**src/shared/rbvc_defs.svh**
```systemverilog
`ifndef RBVC_DEFS_SVH
`define RBVC_DEFS_SVH

// ==========================================================
// Reset sources
`define RBVC_NUM_SRC 9
`define RBVC_SRC_POR 0
`define RBVC_SRC_PIN 1
`define RBVC_SRC_CMP 2
`define RBVC_SRC_SW 3
`define RBVC_SRC_VMON 4
`define RBVC_SRC_WDT 5
`define RBVC_SRC_MCD 6
`define RBVC_SRC_FLASH 7
`define RBVC_SRC_USB 8

// ==========================================================
// Boot selection
`define RBVC_BOOT_SIG_VALUE 8'hA5
`define RBVC_RESET_VECTOR 16'h0000
`define RBVC_BOOT_VECTOR_DEF 16'h9A00

// ==========================================================
// Reset values of outputs and release synchroniser depth
`define RBVC_PORT_LATCH_RST 1'b1
`define RBVC_CLK_SEL_INT 2'h0
`define RBVC_RELEASE_STAGES 2

`endif

```
**src/shared/rbvc_pkg.sv**
```systemverilog
package rbvc_pkg;
  // Reset controller state
  typedef enum logic [1:0] {RBVC_IN_RESET, RBVC_RELEASE, RBVC_RUN} rbvc_state_e;
  // Reset cause vector
  typedef logic [8:0] rbvc_cause_t;
endpackage

```
**src/rbvc_reset_ctrl.sv**
```systemverilog
`timescale 1ns/100ps
`include "rbvc_defs.svh"
// Functional notes
// - Halt core while the reset state is active.
// - Reset module registers to defaults; power-on-only bits keep value.
// - In reset, port latches forced to 1 in open-drain mode.
// - Reset disables all interrupts and timers.
// - RAM contents are never altered by reset.
// - Weak pull-ups enabled during and after reset.
// - POR or supply monitor reset drives reset pin low till exit.
// - On exit, program counter cleared and internal oscillator selected.
// - Watchdog runs on leaving reset.
// - Nine reset requests each enter the reset state.
// - Signature byte 0xA5 below lock byte means bootloader present.
// - Bootloader present: start at bootloader vector after any reset.
// - No bootloader: start at 0x0000 after any reset.
module rbvc_reset_ctrl #(
  parameter int NUM_SRC = `RBVC_NUM_SRC,
  parameter logic [15:0] BOOT_VECTOR = `RBVC_BOOT_VECTOR_DEF
) (
  input wire logic clk_in, // System clock
  input wire logic rstn_in, // Async reset, active low
  input wire logic por_req_in, // Power-on detector request
  input wire logic ext_reset_pin_n_in, // Reset pin level, active low
  input wire logic cmp_req_in, // Comparator reset request
  input wire logic sw_req_in, // Software reset command
  input wire logic vmon_req_in, // Supply monitor request
  input wire logic wdt_req_in, // Watchdog timeout
  input wire logic mcd_req_in, // Missing clock detect
  input wire logic flash_err_req_in, // Flash error
  input wire logic usb_req_in, // USB bus reset
  input wire logic [7:0] boot_sig_in, // Flash signature byte
  output logic core_halt_out, // Core stopped
  output logic sys_reset_out, // Module register reset
  output logic por_reset_out, // Reset for power-on-only bits
  output logic [NUM_SRC-1:0] cause_out, // Latched reset causes
  output logic port_latch_out, // Port output latch value
  output logic port_od_out, // Ports open-drain
  output logic weak_pullup_en_out, // Weak pull-ups enabled
  output logic irq_tmr_disable_out, // Interrupts and timers off
  output logic ram_we_block_out, // Blocks RAM writes (no clearing)
  output logic ext_reset_pin_n_out, // Reset pin driven value
  output logic ext_reset_pin_oe_out, // Reset pin output enable
  output logic pc_clear_out, // Program counter clear
  output logic [15:0] start_addr_out, // First fetch address
  output logic [1:0] clk_sel_out, // System clock source select
  output logic wdt_enable_out, // Watchdog enable at start
  output logic boot_present_out // Bootloader signature valid
);

  // ==========================================================
  // Request gathering
  logic [NUM_SRC-1:0] req;
  logic any_req;
  logic supply_req;
  logic [`RBVC_RELEASE_STAGES-1:0] hold_r;
  rbvc_pkg::rbvc_state_e state_r;
  rbvc_pkg::rbvc_state_e state_nxt;
  logic in_reset;
  logic [15:0] start_addr_r;
  logic [15:0] start_addr_nxt;
  logic [NUM_SRC-1:0] cause_r;
  logic pin_oe_r;

  // Signature decode, used twice
  function automatic logic boot_ok(input logic [7:0] sig);
    boot_ok = (sig == `RBVC_BOOT_SIG_VALUE);
  endfunction

  // Request vector
  always_comb
  begin
    req = '0;
    req[`RBVC_SRC_POR] = por_req_in;
    // Own drive on the pin must not read back as a pin request
    req[`RBVC_SRC_PIN] = ~ext_reset_pin_n_in & ~pin_oe_r;
    req[`RBVC_SRC_CMP] = cmp_req_in;
    req[`RBVC_SRC_SW] = sw_req_in;
    req[`RBVC_SRC_VMON] = vmon_req_in;
    req[`RBVC_SRC_WDT] = wdt_req_in;
    req[`RBVC_SRC_MCD] = mcd_req_in;
    req[`RBVC_SRC_FLASH] = flash_err_req_in;
    req[`RBVC_SRC_USB] = usb_req_in;
  end

  assign any_req = |req;
  assign supply_req = por_req_in | vmon_req_in;

  // ==========================================================
  // Release synchroniser: all requests must be gone first
  always_ff @(posedge clk_in or negedge rstn_in)
  begin
    if (!rstn_in)
      hold_r <= '1;
    else if (any_req)
      hold_r <= '1;
    else
      hold_r <= {hold_r[`RBVC_RELEASE_STAGES-2:0], 1'b0};
  end

  // State sequencing
  always_comb
  begin
    state_nxt = state_r;
    unique case (state_r)
      rbvc_pkg::RBVC_IN_RESET:
        if (!hold_r[`RBVC_RELEASE_STAGES-1] && !any_req)
          state_nxt = rbvc_pkg::RBVC_RELEASE;
      rbvc_pkg::RBVC_RELEASE:
        state_nxt = any_req ? rbvc_pkg::RBVC_IN_RESET : rbvc_pkg::RBVC_RUN;
      rbvc_pkg::RBVC_RUN:
        if (any_req)
          state_nxt = rbvc_pkg::RBVC_IN_RESET;
      default:
        state_nxt = rbvc_pkg::RBVC_IN_RESET; // Unused code falls to reset
    endcase
  end

  always_ff @(posedge clk_in or negedge rstn_in)
  begin
    if (!rstn_in)
      state_r <= rbvc_pkg::RBVC_IN_RESET;
    else
      state_r <= state_nxt;
  end

  assign in_reset = (state_r == rbvc_pkg::RBVC_IN_RESET);

  // ==========================================================
  // Reset cause capture: power-on or a request outside reset replaces it, requests in reset add to it
  always_ff @(posedge clk_in or negedge rstn_in)
  begin
    if (!rstn_in)
      cause_r <= '0;
    else if (por_req_in)
      cause_r <= req;
    else if (any_req && !in_reset)
      cause_r <= req;
    else if (in_reset)
      cause_r <= cause_r | req;
  end

  // Reset pin drive for supply-type resets
  always_ff @(posedge clk_in or negedge rstn_in)
  begin
    if (!rstn_in)
      pin_oe_r <= 1'b1;
    else if (supply_req)
      pin_oe_r <= 1'b1;
    else if (state_nxt != rbvc_pkg::RBVC_IN_RESET)
      pin_oe_r <= 1'b0;
  end

  // Start address latched while in reset
  always_comb
  begin
    start_addr_nxt = start_addr_r;
    if (in_reset)
    begin
      if (boot_ok(boot_sig_in))
        start_addr_nxt = BOOT_VECTOR;
      else
        start_addr_nxt = `RBVC_RESET_VECTOR;
    end
  end

  always_ff @(posedge clk_in or negedge rstn_in)
  begin
    if (!rstn_in)
      start_addr_r <= `RBVC_RESET_VECTOR;
    else
      start_addr_r <= start_addr_nxt;
  end

  // ==========================================================
  // Outputs
  assign core_halt_out = (state_r != rbvc_pkg::RBVC_RUN);
  assign sys_reset_out = in_reset;
  assign por_reset_out = cause_r[`RBVC_SRC_POR] & in_reset;
  assign cause_out = cause_r;
  assign port_latch_out = `RBVC_PORT_LATCH_RST;
  assign port_od_out = in_reset;
  assign weak_pullup_en_out = 1'b1;
  assign irq_tmr_disable_out = in_reset;
  assign ram_we_block_out = core_halt_out;
  assign ext_reset_pin_n_out = 1'b0;
  assign ext_reset_pin_oe_out = pin_oe_r;
  assign pc_clear_out = core_halt_out;
  assign start_addr_out = start_addr_r;
  assign clk_sel_out = `RBVC_CLK_SEL_INT;
  assign wdt_enable_out = 1'b1;
  assign boot_present_out = boot_ok(boot_sig_in);

  // ==========================================================
  // Checks
  property p_halt_on_req;
    @(posedge clk_in) disable iff (!rstn_in)
    any_req |=> core_halt_out;
  endproperty
  a_halt_on_req: assert property (p_halt_on_req)
    else $error("core ran with reset request pending");

  property p_release_delay;
    @(posedge clk_in) disable iff (!rstn_in)
    $fell(core_halt_out) |-> $past(!any_req, 1) && $past(!any_req, 2);
  endproperty
  a_release_delay: assert property (p_release_delay)
    else $error("reset released too early");

  property p_pin_drive;
    @(posedge clk_in) disable iff (!rstn_in)
    supply_req |=> ext_reset_pin_oe_out && in_reset;
  endproperty
  a_pin_drive: assert property (p_pin_drive)
    else $error("reset pin not driven for supply reset");

  property p_pin_free;
    @(posedge clk_in) disable iff (!rstn_in)
    (state_r == rbvc_pkg::RBVC_RUN) |-> !ext_reset_pin_oe_out;
  endproperty
  a_pin_free: assert property (p_pin_free)
    else $error("reset pin driven after exit");

  property p_boot_vec;
    @(posedge clk_in) disable iff (!rstn_in)
    (in_reset && boot_sig_in == `RBVC_BOOT_SIG_VALUE)
      |=> start_addr_out == BOOT_VECTOR;
  endproperty
  a_boot_vec: assert property (p_boot_vec)
    else $error("bootloader vector not selected");

  property p_zero_vec;
    @(posedge clk_in) disable iff (!rstn_in)
    (in_reset && boot_sig_in != `RBVC_BOOT_SIG_VALUE)
      |=> start_addr_out == `RBVC_RESET_VECTOR;
  endproperty
  a_zero_vec: assert property (p_zero_vec)
    else $error("reset vector not zero");

  property p_ports;
    @(posedge clk_in) disable iff (!rstn_in)
    in_reset |-> port_od_out && port_latch_out && irq_tmr_disable_out;
  endproperty
  a_ports: assert property (p_ports)
    else $error("ports or interrupts not forced in reset");

  property p_run_cfg;
    @(posedge clk_in) disable iff (!rstn_in)
    $fell(core_halt_out) |-> wdt_enable_out && weak_pullup_en_out
      && clk_sel_out == `RBVC_CLK_SEL_INT;
  endproperty
  a_run_cfg: assert property (p_run_cfg)
    else $error("wrong configuration at reset exit");

  property p_por_cause;
    @(posedge clk_in) disable iff (!rstn_in)
    por_req_in |=> por_reset_out;
  endproperty
  a_por_cause: assert property (p_por_cause)
    else $error("power-on reset not flagged");

  property p_por_keep;
    @(posedge clk_in) disable iff (!rstn_in)
    (!in_reset && any_req && !por_req_in) |=> !por_reset_out;
  endproperty
  a_por_keep: assert property (p_por_keep)
    else $error("power-on-only bits reset by other source");

  property p_irq_off;
    @(posedge clk_in) disable iff (!rstn_in)
    any_req |=> irq_tmr_disable_out && sys_reset_out;
  endproperty
  a_irq_off: assert property (p_irq_off)
    else $error("interrupts or timers left on in reset");

  property p_ram_keep;
    @(posedge clk_in) disable iff (!rstn_in)
    in_reset |-> ram_we_block_out;
  endproperty
  a_ram_keep: assert property (p_ram_keep)
    else $error("RAM writes open during reset");

  property p_pc_clear;
    @(posedge clk_in) disable iff (!rstn_in)
    $fell(core_halt_out) |-> $past(pc_clear_out);
  endproperty
  a_pc_clear: assert property (p_pc_clear)
    else $error("program counter not cleared before run");

  property p_pullup;
    @(posedge clk_in) disable iff (!rstn_in)
    weak_pullup_en_out;
  endproperty
  a_pullup: assert property (p_pullup)
    else $error("weak pull-ups disabled");

  property p_start_hold;
    @(posedge clk_in) disable iff (!rstn_in)
    !in_reset |=> $stable(start_addr_out);
  endproperty
  a_start_hold: assert property (p_start_hold)
    else $error("start address changed outside reset");

  property p_release_go;
    @(posedge clk_in) disable iff (!rstn_in)
    (in_reset && hold_r == '0 && !any_req) |=> !in_reset;
  endproperty
  a_release_go: assert property (p_release_go)
    else $error("reset held after all requests cleared");

  property p_cause_keep;
    @(posedge clk_in) disable iff (!rstn_in)
    any_req |=> (cause_out & $past(req)) == $past(req);
  endproperty
  a_cause_keep: assert property (p_cause_keep)
    else $error("reset request missing from causes");

  property p_pin_in_reset;
    @(posedge clk_in) disable iff (!rstn_in)
    ext_reset_pin_oe_out |-> in_reset;
  endproperty
  a_pin_in_reset: assert property (p_pin_in_reset)
    else $error("reset pin driven outside reset");

endmodule

```
**config.mk**
```make
export PLATFORM = sky130hd
export DESIGN_NAME = rbvc_reset_ctrl
export DESIGN_NICKNAME = d
export VERILOG_FILES = /design/src/shared/rbvc_pkg.sv /design/src/rbvc_reset_ctrl.sv
export VERILOG_INCLUDE_DIRS = /design/src /design/src/shared
export SDC_FILE = /design/constraint.sdc
export NUM_CORES = 1
export LEC_CHECK = 0
export BUFFER_PORTS_ARGS = -buffer_cell sky130_fd_sc_hd__buf_2
export CORE_MARGIN = 2
export CORE_UTILIZATION = 39
export CTS_BUF_LIST = sky130_fd_sc_hd__clkbuf_4
export CTS_CLUSTER_DIAMETER = 150
export DETAILED_ROUTE_END_ITERATION = 8
export PLACE_DENSITY = 0.78
export SLEW_MARGIN = 10
export SYNTH_ARGS = -nofsm -noshare
export SYNTH_HDL_FRONTEND = slang
export SYNTH_SLANG_ARGS = --single-unit
```
**constraint.sdc**
```tcl
create_clock -name clk_in -period 1.3 [get_ports clk_in]
set_clock_uncertainty 0.1 [all_clocks]
set_input_delay 0.26 -clock clk_in [delete_from_list [all_inputs] [get_ports clk_in]]
set_output_delay 0.26 -clock clk_in [all_outputs]
set_load 0.01 [all_outputs]
```
==> results by stage <==
Clock network:
- The number of buffers inserted during clock tree synthesis is 3.
- The tree is rooted in a sky130_fd_sc_hd__clkbuf_4.
- TritonCTS built the clock tree.
- The clock-pin slew of the registers on the worst-case setup and hold paths is 0.09 ns.
- In this run the number of H-tree levels came out at 1.
- The clock tree buffer depth is 2.
- The clock reaches the later pin of the worst-skew pair after 0.29 ns.
- The number of sinks driven by the clock tree is 15.

Worst hold path:
- The count of cells along the worst hold path is 2.
- The path class of the tightest hold or removal check is in2reg.

Global route:
- Entering global routing, the biggest net connects 16 pins.
- Global routing consumed, over all layers together, 16.1% of the routing resources.
- The first global-routing pass estimated 3.22 mm of wire.
- The number of global-route vias before repair is 737.
- The number of antenna violations at the first check in global routing is 0.
- After global routing the overflow that remains totals 0.

Timing:
- For the final routed database, the setup TNS stands at -1.20 ns.
- In the finished design, the share of the clock period the worst path needs comes to 112%.
- Setup repair after global routing could not meet its margin everywhere.
- The final count of hold timing violations was 0.
- In this run the tightest slew margin relative to its limit is 65.2%.
- Derived from the worst setup path, the maximum achievable clock frequency is 0.684 GHz.
- The number of pins with negative max-slew slack in the final report is 0.
- The final worst setup slack is -0.162 ns.
- The shortest period the worst path allows is 1.46 ns.
- The transition at the pin with the smallest max-transition slack is 0.518 ns.
- Setup violations remaining at the end of the flow were counted as 12.

Synth:
- Yosys mapped a number of flops with a built-in enable equal to 0.
- The cell area that synthesis handed to floorplanning was 893 µm².
- The library cell occupying the most area in the post-synthesis netlist is sky130_fd_sc_hd__dfrtp_1.
- The synthesized instance count is 80.
- During synthesis, Yosys emitted a total of 0 warnings.
- After synthesis, the cell types taking the most area are sky130_fd_sc_hd__dfrtp_1 (34%), sky130_fd_sc_hd__buf_4 (21%), sky130_fd_sc_hd__dfstp_2 (8.8%), sky130_fd_sc_hd__nand2b_1 (7.0%), sky130_fd_sc_hd__o21bai_1 (6.7%).
- The post-synthesis async set-or-reset flop share is 100%.
- For this run, the leading register cell type out of synthesis is sky130_fd_sc_hd__dfrtp_1.
- Synthesis instantiated 25 different standard cells from the library.
- The synthesized area divided by synthesized cell count is 11.2 µm².
- Summed over its instances, the top area cell type makes up 33.6% of the synthesized netlist area.
- The sequential-to-total area share from yosys stat is 42.4%.
- The number of register bits inferred by synthesis is 15.

Setup path:
- The worst setup path is captured at an output pin.
- Of all nets on the critical path, the largest fanout is 2.
- The data required time at the worst endpoint is 0.94 ns.
- The classification of the worst setup path is in2out.
- The data arrival time of the critical path is 1.10 ns.
- The depth of the most critical reg-to-reg path is 3.
- The type of origin of the critical path is an input pin.

Cells and area:
- The area growth from synthesis to layout is 39.4%.
- The number of nets in the finished design is 149.
- Cells fill 56.8% of the core in the end.
- The most common cell after layout, fill and taps aside is sky130_fd_sc_hd__buf_2.
- The repair_antennas step left the layout with diodes totalling 0.
- Of the cells placed in the final design, the portion with a size suffix greater than 1 is 57.4%.
- In the layout the commonest cells are sky130_fd_sc_hd__buf_2 (32), sky130_fd_sc_hd__conb_1 (18), sky130_fd_sc_hd__buf_6 (12).

Place:
- The half-perimeter wire length after placement is 1.38 mm.
- The global placement routability congestion is 0.721.
- Prior to clock tree synthesis, the placed netlist has a worst setup slack of -0.187 ns.
- During placement, the flow inserted port buffers numbering 40.

Power:
- The power per cell area is 739 nW/µm².
- The leakage power of the design is 0.597 nW.
- Across the VDD grid, the largest voltage drop is 0.506 mV.

Routing:
- After detailed routing, the number of vias per cell comes to 4.50.
- The sum of routed wire length over all layers is 1.92 mm.
- The total vias in the final route is 706.
- The first-pass iteration count of the detailed router is 4.
- After detailed routing, the average wire length per cell comes to 12.2 µm.
- The DRC violation count after routing is 0.
- The number of violations reported at the end of detailed-routing iteration 0 is 7.
- The count of nets left with antenna violations once routing finished came out at 0.

Floorplanning:
- The floorplan step defined a core boundary enclosing 2190 µm².
- The die covers 2690 µm².
- The die is 51.9 µm tall.
- The number of core rows is 17.
- The effective utilization at floorplan is 40.8%.
- The count of pins on the block boundary is 59.
- The width of the die is 51.9 µm.

Job:
- The number of maximum-capacitance violations is 0.

Outcome:
- The checks that failed: negative setup slack.
- The run finished, with violations left.
-- timing repair --
item | 4_1_cts | 5_1_grt
endpoints found under the hold margin | 12 | 0
buffers inserted | 5 | 1
hold buffers | 1 | 0
setup endpoints to repair | 18 | 21
pin swaps | 5 | 6
resized for setup | 13 | 6
cloned | 1 | 0
-- power breakdown --
group | internal (mW) | total [mW] | switching, mW
registers | 0.482 | 0.490 | 0.00793
clock network | 0.140 | 0.295 | 0.154
logic | 0.0576 | 0.136 | 0.0785
total | 0.680 | 0.920 | 0.241
-- path summary, 6_finish.rpt --
| check | startpoint | end | slack (ns) |
|---|---|---|---|
| worst max-delay path | boot_sig_in[6] | boot_present_out | -0.16 |
| worst min-delay path | wdt_req_in | cause_out[5]$_DFFE_PN0P_ | 0.11 |
| worst max register to register | state_r[1]$_DFF_PN0_ | start_addr_out[12]$_DFFE_PN0P_ | -0.02 |
| worst min register to register | cause_out[1]$_DFFE_PN0P_ | cause_out[1]$_DFFE_PN0P_ | 0.44 |
| max in group asynchronous | rstn_in | hold_r[1]$_DFF_PN1_ | 0.50 |
| min in group asynchronous | rstn_in | cause_out[3]$_DFFE_PN0P_ | 0.28 |
-- routing by layer --
| metal | global-route usage (%) | share of wire (%) |
|---|---|---|
| met3 | 4.02 | 7.0 |
| met4 | 6.14 | 1.2 |
| met5 | 0 | 0 |
| met1 | 16.8 | 37 |
| met2 | 30.4 | 55 |
-- sequential cells by signal, indices dropped and copies added (netlist names) --
| name | cells |
|---|---|
| cause_out | 9 |
| ext_reset_pin_oe_out | 1 |
| hold_r | 2 |
| start_addr_out | 1 |
| state_r | 2 |
-- layout make-up --
type                    instances  area (µm²)
well taps                      28        35.0
repair buffers                 54         373
clock buffers                   4        30.0
fillers                       205         946
inverters                       1        3.75
flip-flops and latches         15         380
multi-input cells              55         423
-- kinds of logic after synthesis --
logic type / count (synthesis) / synth area share [%]
other cells: 2 / 0.841
simple gates: 22 / 21.1
buf+inv: 27 / 21.8
compound gates: 13 / 12.5
flops: 15 / 42.4
mux: 1 / 1.26
-- per-stage QoR --
step	total power, mW	cells	instance area (µm²)	hold WS (ns)
detailed placement	0.628	145	1050	0.0825
global route	0.958	157	1240	0.114
floorplan	0.600	96	956	-0.136
CTS	0.925	156	1210	0.105
global placement	0.624	145	1050	0.0714
finish	0.920	157	1240	0.105
-- Yosys cell counts (all sizes together), types with 2 or more instances --
cell and count:
nor4 3, dfrtp 12, nor2 2, or2 2
conb 2, dfstp 3, nand2b 10, o21bai 8
buf 25
-- critical path, stage by stage --
cell and delay [ns]:
sky130_fd_sc_hd__buf_6 0.09, sky130_fd_sc_hd__or4bb_1 0.51, sky130_fd_sc_hd__nor2_2 0.11, sky130_fd_sc_hd__buf_2 0.14
No activity file was read; power rests on OpenSTA's default activity.
